<file path="config.mk">
export PLATFORM = sky130hd
export DESIGN_NAME = dma_priority_activation
export DESIGN_NICKNAME = d
export VERILOG_FILES = /design/src/dma_prio_pkg.sv /design/src/cluster_buffer_mem.sv /design/src/dma_priority_activation.sv
export SDC_FILE = /design/constraint.sdc
export NUM_CORES = 1
export LEC_CHECK = 0
export BUFFER_PORTS_ARGS = -buffer_cell sky130_fd_sc_hd__buf_4
export CAP_MARGIN = 10
export CORE_UTILIZATION = 55
export CTS_BUF_LIST = sky130_fd_sc_hd__clkbuf_4 sky130_fd_sc_hd__clkbuf_8
export CTS_CLUSTER_SIZE = 10
export DETAILED_ROUTE_END_ITERATION = 10
export PLACE_DENSITY = 0.77
export SLEW_MARGIN = 15
export SYNTH_ARGS = -nofsm -noshare
export SYNTH_HDL_FRONTEND = slang
export SYNTH_SLANG_ARGS = --single-unit
</file>
<file path="constraint.sdc">
create_clock -name CLK -period 3.5 [get_ports CLK]
set_input_delay 0.175 -clock CLK [delete_from_list [all_inputs] [get_ports CLK]]
set_output_delay 0.175 -clock CLK [all_outputs]
set_load 0.01 [all_outputs]
</file>
<file path="src/dma_prio_pkg.sv">
`default_nettype none
package dma_prio_pkg;
  // channel counts of the two controllers
  localparam int INT_CHANNELS = 4;
  localparam int EXT_CHANNELS = 2;
  // cluster buffer shape
  localparam int CLUSTER_DEPTH = 8;
  localparam int CLUSTER_AW    = 3;
  localparam int DATA_W        = 32;
  // shared address offset
  localparam int          OFFSET_W     = 32;
  localparam logic [31:0] OFFSET_RESET = 32'h0000_0000;
  // timer select codes for the external-bus controller
  localparam logic SEL_TIMER_ONE   = 1'b0;
  localparam logic SEL_TIMER_SEVEN = 1'b1;
  // channel index codes
  localparam logic [1:0] CH0 = 2'h0;
  localparam logic [1:0] CH1 = 2'h1;
  localparam logic [1:0] CH2 = 2'h2;
  localparam logic [1:0] CH3 = 2'h3;
  // arbiter states
  typedef enum logic {
    ARB_IDLE = 1'b0,
    ARB_BUSY = 1'b1
  } arb_state_t;
endpackage
`default_nettype wire

</file>
<file path="src/cluster_buffer_mem.sv">
`timescale 1ns/1ps
`default_nettype none
module cluster_buffer_mem (
  // clock and reset
  input  wire logic                                 clk,
  input  wire logic                                 rst,
  // write side
  input  wire logic                                 we,
  input  wire logic [dma_prio_pkg::CLUSTER_AW-1:0]  waddr,
  input  wire logic [dma_prio_pkg::DATA_W-1:0]      wdata,
  // read side
  input  wire logic [dma_prio_pkg::CLUSTER_AW-1:0]  raddr,
  output var  logic [dma_prio_pkg::DATA_W-1:0]      rdata
);
  // eight words, index 0 through 7
  logic [dma_prio_pkg::DATA_W-1:0] mem [dma_prio_pkg::CLUSTER_DEPTH];
  logic [dma_prio_pkg::DATA_W-1:0] rdata_reg;
  logic [dma_prio_pkg::DATA_W-1:0] rdata_next;

  // read is old data on a same-address write; the cycle saved matters more than bypass
  always_comb begin
    rdata_next = mem[raddr];
  end

  // storage has no reset, only the read register does
  always_ff @(posedge clk) begin
    if (we) begin
      mem[waddr] <= wdata;
    end
    if (rst) begin
      rdata_reg <= '0;
    end else begin
      rdata_reg <= rdata_next;
    end
  end

  assign rdata = rdata_reg;

  // a written word comes back on a later read of that index
  a_cluster_word_kept: assert property (@(posedge clk) disable iff (rst)
    we ##1 (raddr == $past(waddr) && !we) |=> rdata == $past(wdata, 2))
    else $error("cluster word not read back");
endmodule
`default_nettype wire

</file>
<file path="src/dma_priority_activation.sv">
`timescale 1ns/1ps
`default_nettype none
module dma_priority_activation (
  // clock and reset
  input  wire logic                                 CLK,
  input  wire logic                                 RST,
  // internal controller requests and enables
  input  wire logic [3:0]                           INT_SW_START,
  input  wire logic [3:0]                           INT_PERIPH_EVENT,
  input  wire logic [3:0]                           INT_ENABLE,
  // internal controller grant
  input  wire logic                                 INT_UNIT_DONE,
  output var  logic                                 INT_GRANT_VALID,
  output var  logic [1:0]                           INT_GRANT_CH,
  // external-bus controller requests and enables
  input  wire logic [1:0]                           EXT_SW_START,
  input  wire logic [1:0]                           EXT_REQ_PIN,
  input  wire logic [1:0]                           EXT_TIMER_SEL,
  input  wire logic                                 TIMER_ONE_MATCH_A,
  input  wire logic                                 TIMER_SEVEN_MATCH_A,
  input  wire logic [1:0]                           EXT_ENABLE,
  // external-bus controller grant
  input  wire logic                                 EXT_UNIT_DONE,
  output var  logic                                 EXT_GRANT_VALID,
  output var  logic                                 EXT_GRANT_CH,
  // shared address offset
  input  wire logic                                 OFFSET_LOAD,
  input  wire logic [dma_prio_pkg::OFFSET_W-1:0]    OFFSET_DATA,
  output var  logic [dma_prio_pkg::OFFSET_W-1:0]    OFFSET_VALUE,
  // cluster buffer
  input  wire logic                                 CLUSTER_WE,
  input  wire logic [dma_prio_pkg::CLUSTER_AW-1:0]  CLUSTER_WADDR,
  input  wire logic [dma_prio_pkg::DATA_W-1:0]      CLUSTER_WDATA,
  input  wire logic [dma_prio_pkg::CLUSTER_AW-1:0]  CLUSTER_RADDR,
  output var  logic [dma_prio_pkg::DATA_W-1:0]      CLUSTER_RDATA
);

  // fixed priority pick: lowest index wins, {valid, index}
  function automatic logic [2:0] prio_pick(input logic [3:0] req);
    logic [2:0] res;
    res = 3'h0;
    if (req[0]) begin
      res = {1'b1, dma_prio_pkg::CH0};
    end else if (req[1]) begin
      res = {1'b1, dma_prio_pkg::CH1};
    end else if (req[2]) begin
      res = {1'b1, dma_prio_pkg::CH2};
    end else if (req[3]) begin
      res = {1'b1, dma_prio_pkg::CH3};
    end
    return res;
  endfunction

  // internal controller state
  dma_prio_pkg::arb_state_t int_state_reg;   // idle or serving a unit
  dma_prio_pkg::arb_state_t int_state_next;
  logic [3:0]               int_pend_reg;    // sticky start requests
  logic [3:0]               int_pend_next;
  logic [1:0]               int_ch_reg;      // channel being served
  logic [1:0]               int_ch_next;
  logic [3:0]               int_req_en;      // pending and enabled
  logic [2:0]               int_pick;        // {valid, index}
  logic [3:0]               int_clr;         // bit taken by a grant

  // external controller state
  dma_prio_pkg::arb_state_t ext_state_reg;
  dma_prio_pkg::arb_state_t ext_state_next;
  logic [1:0]               ext_pend_reg;
  logic [1:0]               ext_pend_next;
  logic                     ext_ch_reg;
  logic                     ext_ch_next;
  logic [1:0]               ext_req_en;
  logic [2:0]               ext_pick;
  logic [1:0]               ext_clr;
  logic [1:0]               ext_set;         // all start sources merged
  logic [1:0]               timer_hit;       // selected compare-match A

  // request pin synchroniser and edge detect
  logic [1:0] pin_meta_reg;   // first stage, read only by the second
  logic [1:0] pin_sync_reg;
  logic [1:0] pin_prev_reg;
  logic [1:0] pin_edge;

  // shared offset
  logic [dma_prio_pkg::OFFSET_W-1:0] offset_reg;
  logic [dma_prio_pkg::OFFSET_W-1:0] offset_next;

  // internal arbiter next state
  always_comb begin
    int_req_en     = int_pend_reg & INT_ENABLE;
    int_pick       = prio_pick(int_req_en);
    int_clr        = 4'h0;
    int_state_next = int_state_reg;
    int_ch_next    = int_ch_reg;
    unique case (int_state_reg)
      dma_prio_pkg::ARB_IDLE: begin
        if (int_pick[2]) begin
          int_state_next = dma_prio_pkg::ARB_BUSY;
          int_ch_next    = int_pick[1:0];
          int_clr        = 4'h1 << int_pick[1:0];
        end
      end
      dma_prio_pkg::ARB_BUSY: begin
        // on unit end the next winner is chosen at once, no idle gap
        if (INT_UNIT_DONE) begin
          if (int_pick[2]) begin
            int_ch_next = int_pick[1:0];
            int_clr     = 4'h1 << int_pick[1:0];
          end else begin
            int_state_next = dma_prio_pkg::ARB_IDLE;
          end
        end
      end
    endcase
    // software write or selected peripheral event; a new set beats the grant clear
    // the event wiring assumes the interrupt controller was given the vector
    int_pend_next = (int_pend_reg & ~int_clr) | INT_SW_START | INT_PERIPH_EVENT;
  end

  // external arbiter next state
  always_comb begin
    for (int i = 0; i < dma_prio_pkg::EXT_CHANNELS; i++) begin
      timer_hit[i] = (EXT_TIMER_SEL[i] == dma_prio_pkg::SEL_TIMER_SEVEN) ?
                     TIMER_SEVEN_MATCH_A : TIMER_ONE_MATCH_A;
    end
    pin_edge       = pin_sync_reg & ~pin_prev_reg;
    ext_set        = EXT_SW_START | pin_edge | timer_hit;
    ext_req_en     = ext_pend_reg & EXT_ENABLE;
    ext_pick       = prio_pick({2'b00, ext_req_en});
    ext_clr        = 2'h0;
    ext_state_next = ext_state_reg;
    ext_ch_next    = ext_ch_reg;
    unique case (ext_state_reg)
      dma_prio_pkg::ARB_IDLE: begin
        if (ext_pick[2]) begin
          ext_state_next = dma_prio_pkg::ARB_BUSY;
          ext_ch_next    = ext_pick[0];
          ext_clr        = 2'h1 << ext_pick[0];
        end
      end
      dma_prio_pkg::ARB_BUSY: begin
        if (EXT_UNIT_DONE) begin
          if (ext_pick[2]) begin
            ext_ch_next = ext_pick[0];
            ext_clr     = 2'h1 << ext_pick[0];
          end else begin
            ext_state_next = dma_prio_pkg::ARB_IDLE;
          end
        end
      end
    endcase
    ext_pend_next = (ext_pend_reg & ~ext_clr) | ext_set;
  end

  // offset next value; only one copy exists for the whole module
  always_comb begin
    offset_next = OFFSET_LOAD ? OFFSET_DATA : offset_reg;
  end

  // register all state except the cluster buffer, which holds its own
  always_ff @(posedge CLK) begin
    if (RST) begin
      int_state_reg <= dma_prio_pkg::ARB_IDLE;
      int_pend_reg  <= 4'h0;
      int_ch_reg    <= dma_prio_pkg::CH0;
      ext_state_reg <= dma_prio_pkg::ARB_IDLE;
      ext_pend_reg  <= 2'h0;
      ext_ch_reg    <= 1'b0;
      pin_meta_reg  <= 2'h0;
      pin_sync_reg  <= 2'h0;
      pin_prev_reg  <= 2'h0;
      offset_reg    <= dma_prio_pkg::OFFSET_RESET;
    end else begin
      int_state_reg <= int_state_next;
      int_pend_reg  <= int_pend_next;
      int_ch_reg    <= int_ch_next;
      ext_state_reg <= ext_state_next;
      ext_pend_reg  <= ext_pend_next;
      ext_ch_reg    <= ext_ch_next;
      pin_meta_reg  <= EXT_REQ_PIN;
      pin_sync_reg  <= pin_meta_reg;
      pin_prev_reg  <= pin_sync_reg;
      offset_reg    <= offset_next;
    end
  end

  // outputs straight from flops
  assign INT_GRANT_VALID = (int_state_reg == dma_prio_pkg::ARB_BUSY);
  assign INT_GRANT_CH    = int_ch_reg;
  assign EXT_GRANT_VALID = (ext_state_reg == dma_prio_pkg::ARB_BUSY);
  assign EXT_GRANT_CH    = ext_ch_reg;
  assign OFFSET_VALUE    = offset_reg;

  // cluster buffer words
  cluster_buffer_mem u_cluster (
    .clk   (CLK),
    .rst   (RST),
    .we    (CLUSTER_WE),
    .waddr (CLUSTER_WADDR),
    .wdata (CLUSTER_WDATA),
    .raddr (CLUSTER_RADDR),
    .rdata (CLUSTER_RDATA)
  );

  a_int_ch0_first: assert property (@(posedge CLK) disable iff (RST)
    !INT_GRANT_VALID && int_req_en[0] |=> INT_GRANT_VALID && INT_GRANT_CH == 2'h0)
    else $error("internal channel 0 not served first");

  a_int_ch3_last: assert property (@(posedge CLK) disable iff (RST)
    !INT_GRANT_VALID && int_req_en == 4'h8 |=> INT_GRANT_CH == 2'h3)
    else $error("internal channel 3 alone not served");

  a_int_order_mid: assert property (@(posedge CLK) disable iff (RST)
    INT_UNIT_DONE && INT_GRANT_VALID && int_req_en[1:0] == 2'b10
    |=> INT_GRANT_VALID && INT_GRANT_CH == 2'h1)
    else $error("internal re-arbitration skipped channel 1");

  a_ext_ch0_first: assert property (@(posedge CLK) disable iff (RST)
    (!EXT_GRANT_VALID || EXT_UNIT_DONE) && ext_req_en == 2'b11 |=> EXT_GRANT_CH == 1'b0)
    else $error("external channel 1 beat channel 0");

  a_sw_start_int: assert property (@(posedge CLK) disable iff (RST)
    INT_SW_START[3] |=> int_pend_reg[3])
    else $error("software start lost");

  a_pin_start_ext: assert property (@(posedge CLK) disable iff (RST)
    $rose(EXT_REQ_PIN[1]) ##3 1'b1 |-> ext_pend_reg[1] || EXT_GRANT_VALID)
    else $error("request pin start lost");

  a_periph_start: assert property (@(posedge CLK) disable iff (RST)
    INT_PERIPH_EVENT[2] |=> int_pend_reg[2])
    else $error("peripheral event start lost");

  a_timer_only: assert property (@(posedge CLK) disable iff (RST)
    !ext_pend_reg[0] && !ext_set[0] |=> !ext_pend_reg[0])
    else $error("external channel started with no source");

  // a selected timer match must reach the channel that listens to it
  a_timer_seven_start: assert property (@(posedge CLK) disable iff (RST)
    TIMER_SEVEN_MATCH_A && EXT_TIMER_SEL[0] == dma_prio_pkg::SEL_TIMER_SEVEN |=> ext_pend_reg[0])
    else $error("selected timer match did not start channel");

  a_unit_held: assert property (@(posedge CLK) disable iff (RST)
    INT_GRANT_VALID && !INT_UNIT_DONE |=> INT_GRANT_VALID && $stable(INT_GRANT_CH))
    else $error("grant changed before unit end");

  a_offset_shared: assert property (@(posedge CLK) disable iff (RST)
    OFFSET_LOAD ##1 !OFFSET_LOAD [*2] |-> OFFSET_VALUE == $past(OFFSET_DATA, 2))
    else $error("shared offset not kept");
endmodule
`default_nettype wire

</file>
# Word level (Yosys, flattened, before mapping)
# Memory sizes are Yosys's and may differ from the RTL's. A register that Yosys moved wholly into a read port is not among the register bits.
# Index checks and enable logic that the tools add are counted.
[op_classes]
eq_ne = 2
n_shift = 2
muxes = 28
bitwise = 15
[ops]
columns = ["operator", "count"]
rows = [
  ["$mux 3", 6],
  ["$mux 1", 10],
  ["$and 4x4->4", 2],
  ["$mux 2", 4],
  ["$mux 4", 2],
  ["$or 4x4->4", 2],
  ["$pmux 2 s2", 2],
  ["$pmux 4 s2", 1],
  ["$and 2x2->2", 3],
  ["$or 2x2->2", 3],
  ["$pmux 1 s2", 3],
  ["$ne 2x2->1 const B", 2],
  ["$not 2->2", 2],
  ["$not 4->4", 1],
  ["$shl 1x2->4 const A", 1],
  ["$not 1->1", 2],
  ["$shl 1x1->2 const A", 1],
]
[totals]
reg_bits = 49
mem_bits_rw = 256
in_bits = 98
out_inout_bits = 69
elab_cells = 58
memories = 1
[memory_table]
columns = ["name", "depth", "word_bits", "rd", "rd_clocked_by_memory_dff", "wr", "line_no", "text"]
rows = [
  ["u_cluster.mem", 8, 32, 1, 1, 1, "cluster_buffer_mem.sv:16", "logic [dma_prio_pkg::DATA_W-1:0] mem [dma_prio_pkg::CLUSTER_DEPTH];"],
]

# Depth between registers and ports, before layout
# Gate-level depths: netlist of run 1.
[depth]
word_depth = 13
mapped_depth = 5

# By module
# A second synthesis of run 1 with hierarchy kept.
[unflattened]
cells_unflattened = 628
area_unflattened_um2 = 12295.5
[by_module_without_submodules]
columns = ["module", "instances", "cells_each", "area_each_um2", "seq_area_each_um2"]
rows = [
  ["cluster_buffer_mem", 1, 450, 10453.8, 8328.0],
  ["dma_priority_activation", 1, 178, 1841.8, 980.9],
]

# Worst setup path after synthesis of run 1
# OpenSTA, ideal clock, no wires.
[synth_path]
path_type = "input to register"
from = "input CLUSTER_WADDR[2] (netlist bit)"
to = "memory u_cluster.mem[0][0] (netlist bit) (enable)"
setup_time_ps = 461
arrival_ps = 2561
required_ps = 3039
setup_slack_ps = 478
path_stages = 2
cell_sequence = "nand2b_1 > nor3_1"
[synth_lines]
columns = ["element", "line_no", "text"]
rows = [
  ["start: declaration", "dma_priority_activation.sv:32", "input wire logic [dma_prio_pkg::CLUSTER_AW-1:0] CLUSTER_WADDR,"],
  ["end: declaration", "cluster_buffer_mem.sv:16", ""],
]
# Straight into the memory's write port.

# Worst setup path after layout of run 1
[layout_path]
from = "register int_pend_reg[1]"
to = "register int_pend_reg[3]"
[layout_via]
elab_chain_len = 11
[layout_lines]
columns = ["element", "line_no", "text"]
rows = [
  ["start: declaration", "dma_priority_activation.sv:57", "logic [3:0] int_pend_reg;"],
  ["start signal: assignment", "dma_priority_activation.sv:175", "int_pend_reg <= int_pend_next;"],
  ["$and 4x4->4 (*)", "dma_priority_activation.sv:90", "int_req_en = int_pend_reg & INT_ENABLE;"],
  ["$mux 3 (*)", "dma_priority_activation.sv:44", "end else if (req[1]) begin"],
  ["$mux 3 (*)", "dma_priority_activation.sv:42", "if (req[0]) begin"],
  ["$shl 1x2->4", "dma_priority_activation.sv:100, dma_priority_activation.sv:108", ""],
  ["$mux 4 (*)", "dma_priority_activation.sv:97, dma_priority_activation.sv:106", ""],
  ["$mux 4", "dma_priority_activation.sv:105", "if (INT_UNIT_DONE) begin"],
  ["$pmux 4 s2 (*)", "dma_priority_activation.sv:95", "unique case (int_state_reg)"],
  ["$not 4->4 (*)", "dma_priority_activation.sv:117", "int_pend_next = (int_pend_reg & ~int_clr) | INT_SW_START | INT_PERIPH_EVENT;"],
  ["$and 4x4->4 (*)", "dma_priority_activation.sv:117", ""],
  ["$or 4x4->4 (*) (2 in series)", "dma_priority_activation.sv:117", ""],
]
# Mark *: on every way between the ends. The rest lies on a longest branch, timed or not.
# A chain may end at the register's enable or synchronous reset.

==> flow_metrics.tcl, run 1 <==
set metrics [dict create \
    area_growth_pct 29.4 \
    h-tree-depth 2 \
    critPathKind "flop to flop" \
    drv_slew 0 \
    hold_viol 0 \
    first_pass_iters 4 \
    fmax_mhz 562 \
    grt_pass1_wl_um 38100 \
    initial_core_util_pct 56.8 \
    multi_input_area_mm2 0.00266 \
    synth_top_area_cell "edfxtp_1" \
    final_util_pct 73.5 \
    synthTopCellsByArea "edfxtp_1 (64%), dfxtp_1 (13%), mux4_2 (8.4%), mux4_1 (4.1%), mux2i_1 (2.8%)" \
    cts.sinks 337 \
    die_area_mm2 0.0226 \
    setup-tns-final_ns 0 \
    min_period_over_period_pct 50.8 \
    largest_reg_flops 256 \
    synth_nets 692 \
    dp.cells 1007 \
    fill_cells 1194 \
    ir_drop_mv 0.357 \
    via_count 6574 \
    yosysUniqueCellTypes 27 \
    dr.max_layer_used "met4" \
    cts_root_buf "clkbuf_8" \
    met3_wirelength_um 1850 \
    netlist_top_cells_count "edfxtp_1 (256), dfxtp_1 (81), mux4_2 (45)" \
    wl_met1_um 10200 \
    clkLatencyLatePin_ns 0.57 \
    synthFlopType "edfxtp_1" \
    synth_top_area_share_pct 63.6 \
    instances_no_fill 1186 \
    whs_ns 0.0570 \
    die_h_um 150 \
    die_x_um 150 \
    worst_setup_path_end_kind "flop" \
    synth.most_common_cell "edfxtp_1" \
    detail_route.iter0.violations 408 \
    top_level_ports 167 \
    grt_usage_pct 22.8 \
    ys_warn_count 0 \
    slew_headroom_pct 20.3 \
    final_antenna_net_count 0 \
    grt-ovfl-total 0 \
    wl_met2_um 12800 \
    cap_violations 0 \
    antenna_found_initial 0 \
    cts_buffers 50 \
    post_cts_resized 0 \
    rsz0062_at_grt "false" \
    syn_inst 594 \
    required_ns 3.95 \
    wl_per_cell_um 21.2 \
    worstPathArrival_ns 2.23 \
    worst_pin_slew_ns 1.19 \
    grt_start_max_net_pins 65 \
    core_mm2 0.0213 \
    synth_area_mm2 0.0121 \
    synth-seq-cells 337 \
    skew_ns 0.0188 \
    dpl.hpwl_um 13900 \
    crit_fanout 3 \
    routed_wl_um 25100 \
    clockBufferDepth 3 \
    regArea_mm2 0.00931 \
    avgSynthCellArea_um2 20.4 \
    p_per_area_mw_per_mm2 552 \
    synth-async-reset-ratio_pct 0 \
    antennaDiodeCount 0 \
    cts_tree "built" \
    setup_viol_count_final 0 \
    drive_gt1_share_pct 34.6 \
    fp-row-count 53 \
    drc_errors 0 \
    gp_congestion 0.738 \
    via_per_inst 5.54 \
    fin_nets 969 \
    port_buffers 166 \
    yosysSeqAreaShare_pct 77.0 \
    clkTransAtPathRegs_ns 0.06 \
    synth-edff-count 256 \
    critPathLaunchType "flop" \
    status "completed" \
    period_needed_ns 1.78 \
    grt_pass1_vias 7067 \
    power_leakage_uw 0.00582 \
    hold_path_class "input pin to flop" \
]
[cell type report]
cell class / instances / share of cell area [%]
clock buffer: 75 / 6.00
clock inverter: 17 / 1.27
inverter: 3 / 0.0720
multi-input combinational: 223 / 17.0
sequential: 337 / 59.5
tap: 275 / 2.20
timing repair buffer: 256 / 13.9
[critical path, stage by stage, from the launching register on]
cell and delay [ns]:
dfxtp_1 0.33, a22o_1 0.27, nor2b_1 0.23, a31o_2 0.20, a21oi_1 0.06, dlygate4sd3_1 0.58
[metrics by stage]
step / worst slack, ns / power, µW / cell area [µm²]
after floorplan: 0.478 / 4890 / 12100
after global placement: 1.56 / 5150 / 13600
after detailed placement: 1.51 / 5180 / 13600
after CTS: 1.75 / 8700 / 15600
after global routing: 1.63 / 8950 / 15600
final: 1.72 / 8640 / 15600
[logic make-up (layout without fill, tap and decap cells)]
logic type | count (synthesis) | in the layout | share of synthesized area [%]
muxes | 98 | 98 | 15.3
DFF | 337 | 337 | 77.0
buffers and inverters | 34 | 351 | 1.58
AOI/OAI and AO/OA | 53 | 53 | 3.54
and+or+nand+nor | 72 | 72 | 2.59
[routing by layer]
layer	vias up	GRT usage [%]
met5	-	0
met4	0	6.11
met3	24	5.09
met2	271	39.2
met1	3316	29.4
li1	2963	-
[worst paths after layout]
kind / from / end / slack (ns) / depth (start not counted)
min reg2reg: pin_meta_reg[1]$_SDFF_PP0_ / pin_sync_reg[1]$_SDFF_PP0_ / 0.45 / 1
max reg2reg: int_pend_reg[1]$_SDFF_PP0_ / int_pend_reg[3]$_SDFF_PP0_ / 1.72 / 5
max: int_pend_reg[1]$_SDFF_PP0_ / int_pend_reg[3]$_SDFF_PP0_ / 1.72 / 5
min: INT_UNIT_DONE / INT_GRANT_CH[1]$_SDFFE_PP0P_ / 0.06 / 3
[where the power goes]
group / internal (µW) / leakage [µW] / switching (µW) / total (µW)
Sequential: 4470 / 0.00300 / 60.2 / 4530
Clock: 2020 / 0.000597 / 1430 / 3460
Combinational: 358 / 0.00222 / 299 / 658
[placed cells by master (no fill, tap or decap), types with 2 or more instances in the layout]
cell type	synthesis	routed
clkbuf_4	0	15
clkinv_1	0	5
nor2_4	0	7
buf_4	0	168
nand2_1	9	9
mux4_2	45	45
a211oi_1	3	3
mux4_1	19	19
bufinv_16	0	4
dlygate4sd3_1	0	85
nor3_2	0	2
clkinv_2	0	5
inv_1	3	3
dfxtp_1	81	81
a22o_1	34	34
a31oi_1	3	3
nand3_1	2	2
nor2_1	44	37
nand2b_1	5	5
a21oi_1	6	6
clkbuf_8	0	60
mux2i_1	34	34
edfxtp_1	256	256
buf_12	0	2
nor2b_1	8	7
[what timing repair did]
action                    CTS  global route
hold buffers               85             0
hold endpoints to repair  301             0
setup buffers               0             0
Power figures use the tool's default switching activity.
==> run 2, diff against run 1 <==
--- a/config.mk
+++ b/config.mk
@@ -7,7 +7,7 @@
 export LEC_CHECK = 0
 export BUFFER_PORTS_ARGS = -buffer_cell sky130_fd_sc_hd__buf_4
 export CAP_MARGIN = 10
-export CORE_UTILIZATION = 55
+export CORE_UTILIZATION = 53
 export CTS_BUF_LIST = sky130_fd_sc_hd__clkbuf_4 sky130_fd_sc_hd__clkbuf_8
 export CTS_CLUSTER_SIZE = 10
 export DETAILED_ROUTE_END_ITERATION = 10
==> constraint.sdc (replaced) <==
create_clock -name CLK -period 1.51 [get_ports CLK]
set_input_delay 0.0755 -clock CLK [delete_from_list [all_inputs] [get_ports CLK]]
set_output_delay 0.0755 -clock CLK [all_outputs]
set_load 0.01 [all_outputs]
==> run 2 against run 1 <==
Against the previous run: clock power grew 110%; core utilization fell by 0.79 points; register-to-register slack worse by 1.6 ns; via count grew 3.1%; first-iteration DRC count is 5.4% higher; die area up 3.7%; sequential cell count did not move; clock skew down 0.0077 ns; count of clock-buffer cells in the layout increased by 1; combinational power rose by 150%; critical path type unchanged; critical endpoint is now ext_pend_reg[0]$_SDFF_PP0_.
==> flow_metrics.tcl, run 2 (synthesized netlist as in run 1, its figures left out) <==
set metrics [dict create \
    grt_pass1_wl_um 40100 \
    die_h_um 153 \
    grt_pass1_vias 7301 \
    skew_ns 0.0111 \
    first_pass_iters 5 \
    gp_congestion 0.832 \
    drv_slew 0 \
    required_ns 2.01 \
    rsz0062_at_grt "false" \
    hold_viol 0 \
    cts_tree "built" \
    detail_route.iter0.violations 430 \
    fmax_mhz 715 \
    final_antenna_net_count 0 \
    cts_buffers 51 \
    place_area_mm2 0.0140 \
    grt_usage_pct 22.7 \
    fin_area_mm2 0.0161 \
    critPathKind "flop to flop" \
    port_buffers 166 \
    area_growth_pct 32.8 \
    drive_gt1_share_pct 35.7 \
    place_ws_ns 0.101 \
    via_count 6779 \
    clkLatencyLatePin_ns 0.57 \
    cts_root_buf "clkbuf_8" \
    ir_drop_mv 1.04 \
    initial_core_util_pct 54.7 \
    drc_errors 0 \
    antennaDiodeCount 0 \
    crit_fanout 2 \
    cts.sinks 337 \
    die_area_mm2 0.0234 \
    h-tree-depth 2 \
    via_per_inst 5.49 \
    final_util_pct 72.7 \
    setup_viol_count_final 0 \
    critPathLaunchType "flop" \
    top_level_ports 167 \
    fin_nets 1010 \
    final_cell_mix "edfxtp_1 (256), buf_4 (181), dlygate4sd3_1 (101)" \
    min_period_over_period_pct 92.6 \
    power_leakage_uw 0.00603 \
    worst_setup_path_end_kind "flop" \
    clkTransAtPathRegs_ns 0.06 \
    period_needed_ns 1.40 \
    p_total_uw 19600 \
    worstPathArrival_ns 1.90 \
    die_x_um 153 \
    fp-row-count 54 \
    clockBufferDepth 3 \
    routed_wl_um 25900 \
    slew_headroom_pct 31.0 \
    grt_start_max_net_pins 36 \
    dpl.hpwl_um 15000 \
    core_mm2 0.0221 \
    grt-ovfl-total 0 \
    antenna_found_initial 0 \
    largest_reg_flops 256 \
    p_per_area_mw_per_mm2 1220 \
    status "completed" \
    setup_ws_ns 0.112 \
    cap_violations 0 \
    final_common_cell "edfxtp_1" \
    worst_pin_slew_ns 1.03 \
    wl_per_cell_um 21.0 \
    hold_path_class "input pin to flop" \
]
## run 2: cell count changes in the layout (fill, tap and decap cells not counted), sizes merged
cell,change
buf,+24
dlygate4sd3,+16
clkinv,+4
bufinv,-3
clkinvlp,+2
clkbuf,+1
inv,-1
## run 2: area by class of cell
class | instances | area (µm²)
flip-flops and latches | 337 | 9310
fillers | 1217 | 6030
multi-input cells | 223 | 2700
repair buffers | 296 | 2650
clock buffers | 76 | 933
well taps | 280 | 350
clock inverters | 19 | 114
inverters | 3 | 11.3
## run 2: timing repair
action	CTS	global route
buffers inserted	0	0
setup endpoints to repair	0	1
endpoints found under the hold margin	301	1
resized for setup	0	4
hold buffers	101	1
## run 2: where the power goes
group	total, µW	switching [µW]	leakage, µW	internal (µW)
Sequential	10500	141	0.00300	10400
Clock	7430	3310	0.000547	4130
Combinational	1640	719	0.00248	917
## run 2: path summary, 6_finish.rpt
check	slack, ns	cells after the start	from	end
worst max register to register	0.11	5	EXT_GRANT_VALID$_SDFF_PP0_	ext_pend_reg[0]$_SDFF_PP0_
worst min-delay path	0.05	3	CLUSTER_WADDR[1]	u_cluster.mem[0][0]$_DFFE_PP_
worst min register to register	0.47	1	pin_meta_reg[1]$_SDFF_PP0_	pin_sync_reg[1]$_SDFF_PP0_
worst max-delay path	0.11	5	EXT_GRANT_VALID$_SDFF_PP0_	ext_pend_reg[0]$_SDFF_PP0_
## run 2: through the flow
stage	std cells	hold slack [ns]	setup TNS (ns)
after global placement	1038	0.293	0
after CTS	1234	0.0216	0
final	1234	0.0461	0
after detailed placement	1038	0.299	0
after floorplan	594	0.174	-12.42
after global routing	1234	0.0291	0
## run 2: per-layer routing
layer	GRT usage, %	wire [µm]	vias to the layer above
met5	0	0	-
met3	4.99	1610	50
met1	28.8	10500	3413
met4	7.79	562	0
met2	38.9	13200	261
li1	-	-	3055
## run 2: critical path, stage by stage, from the launching register on
cell and delay (ns):
dfxtp_1 0.34, nand2b_1 0.08, nand3_1 0.12, nand2_1 0.08, a31oi_1 0.16, dlygate4sd3_1 0.56
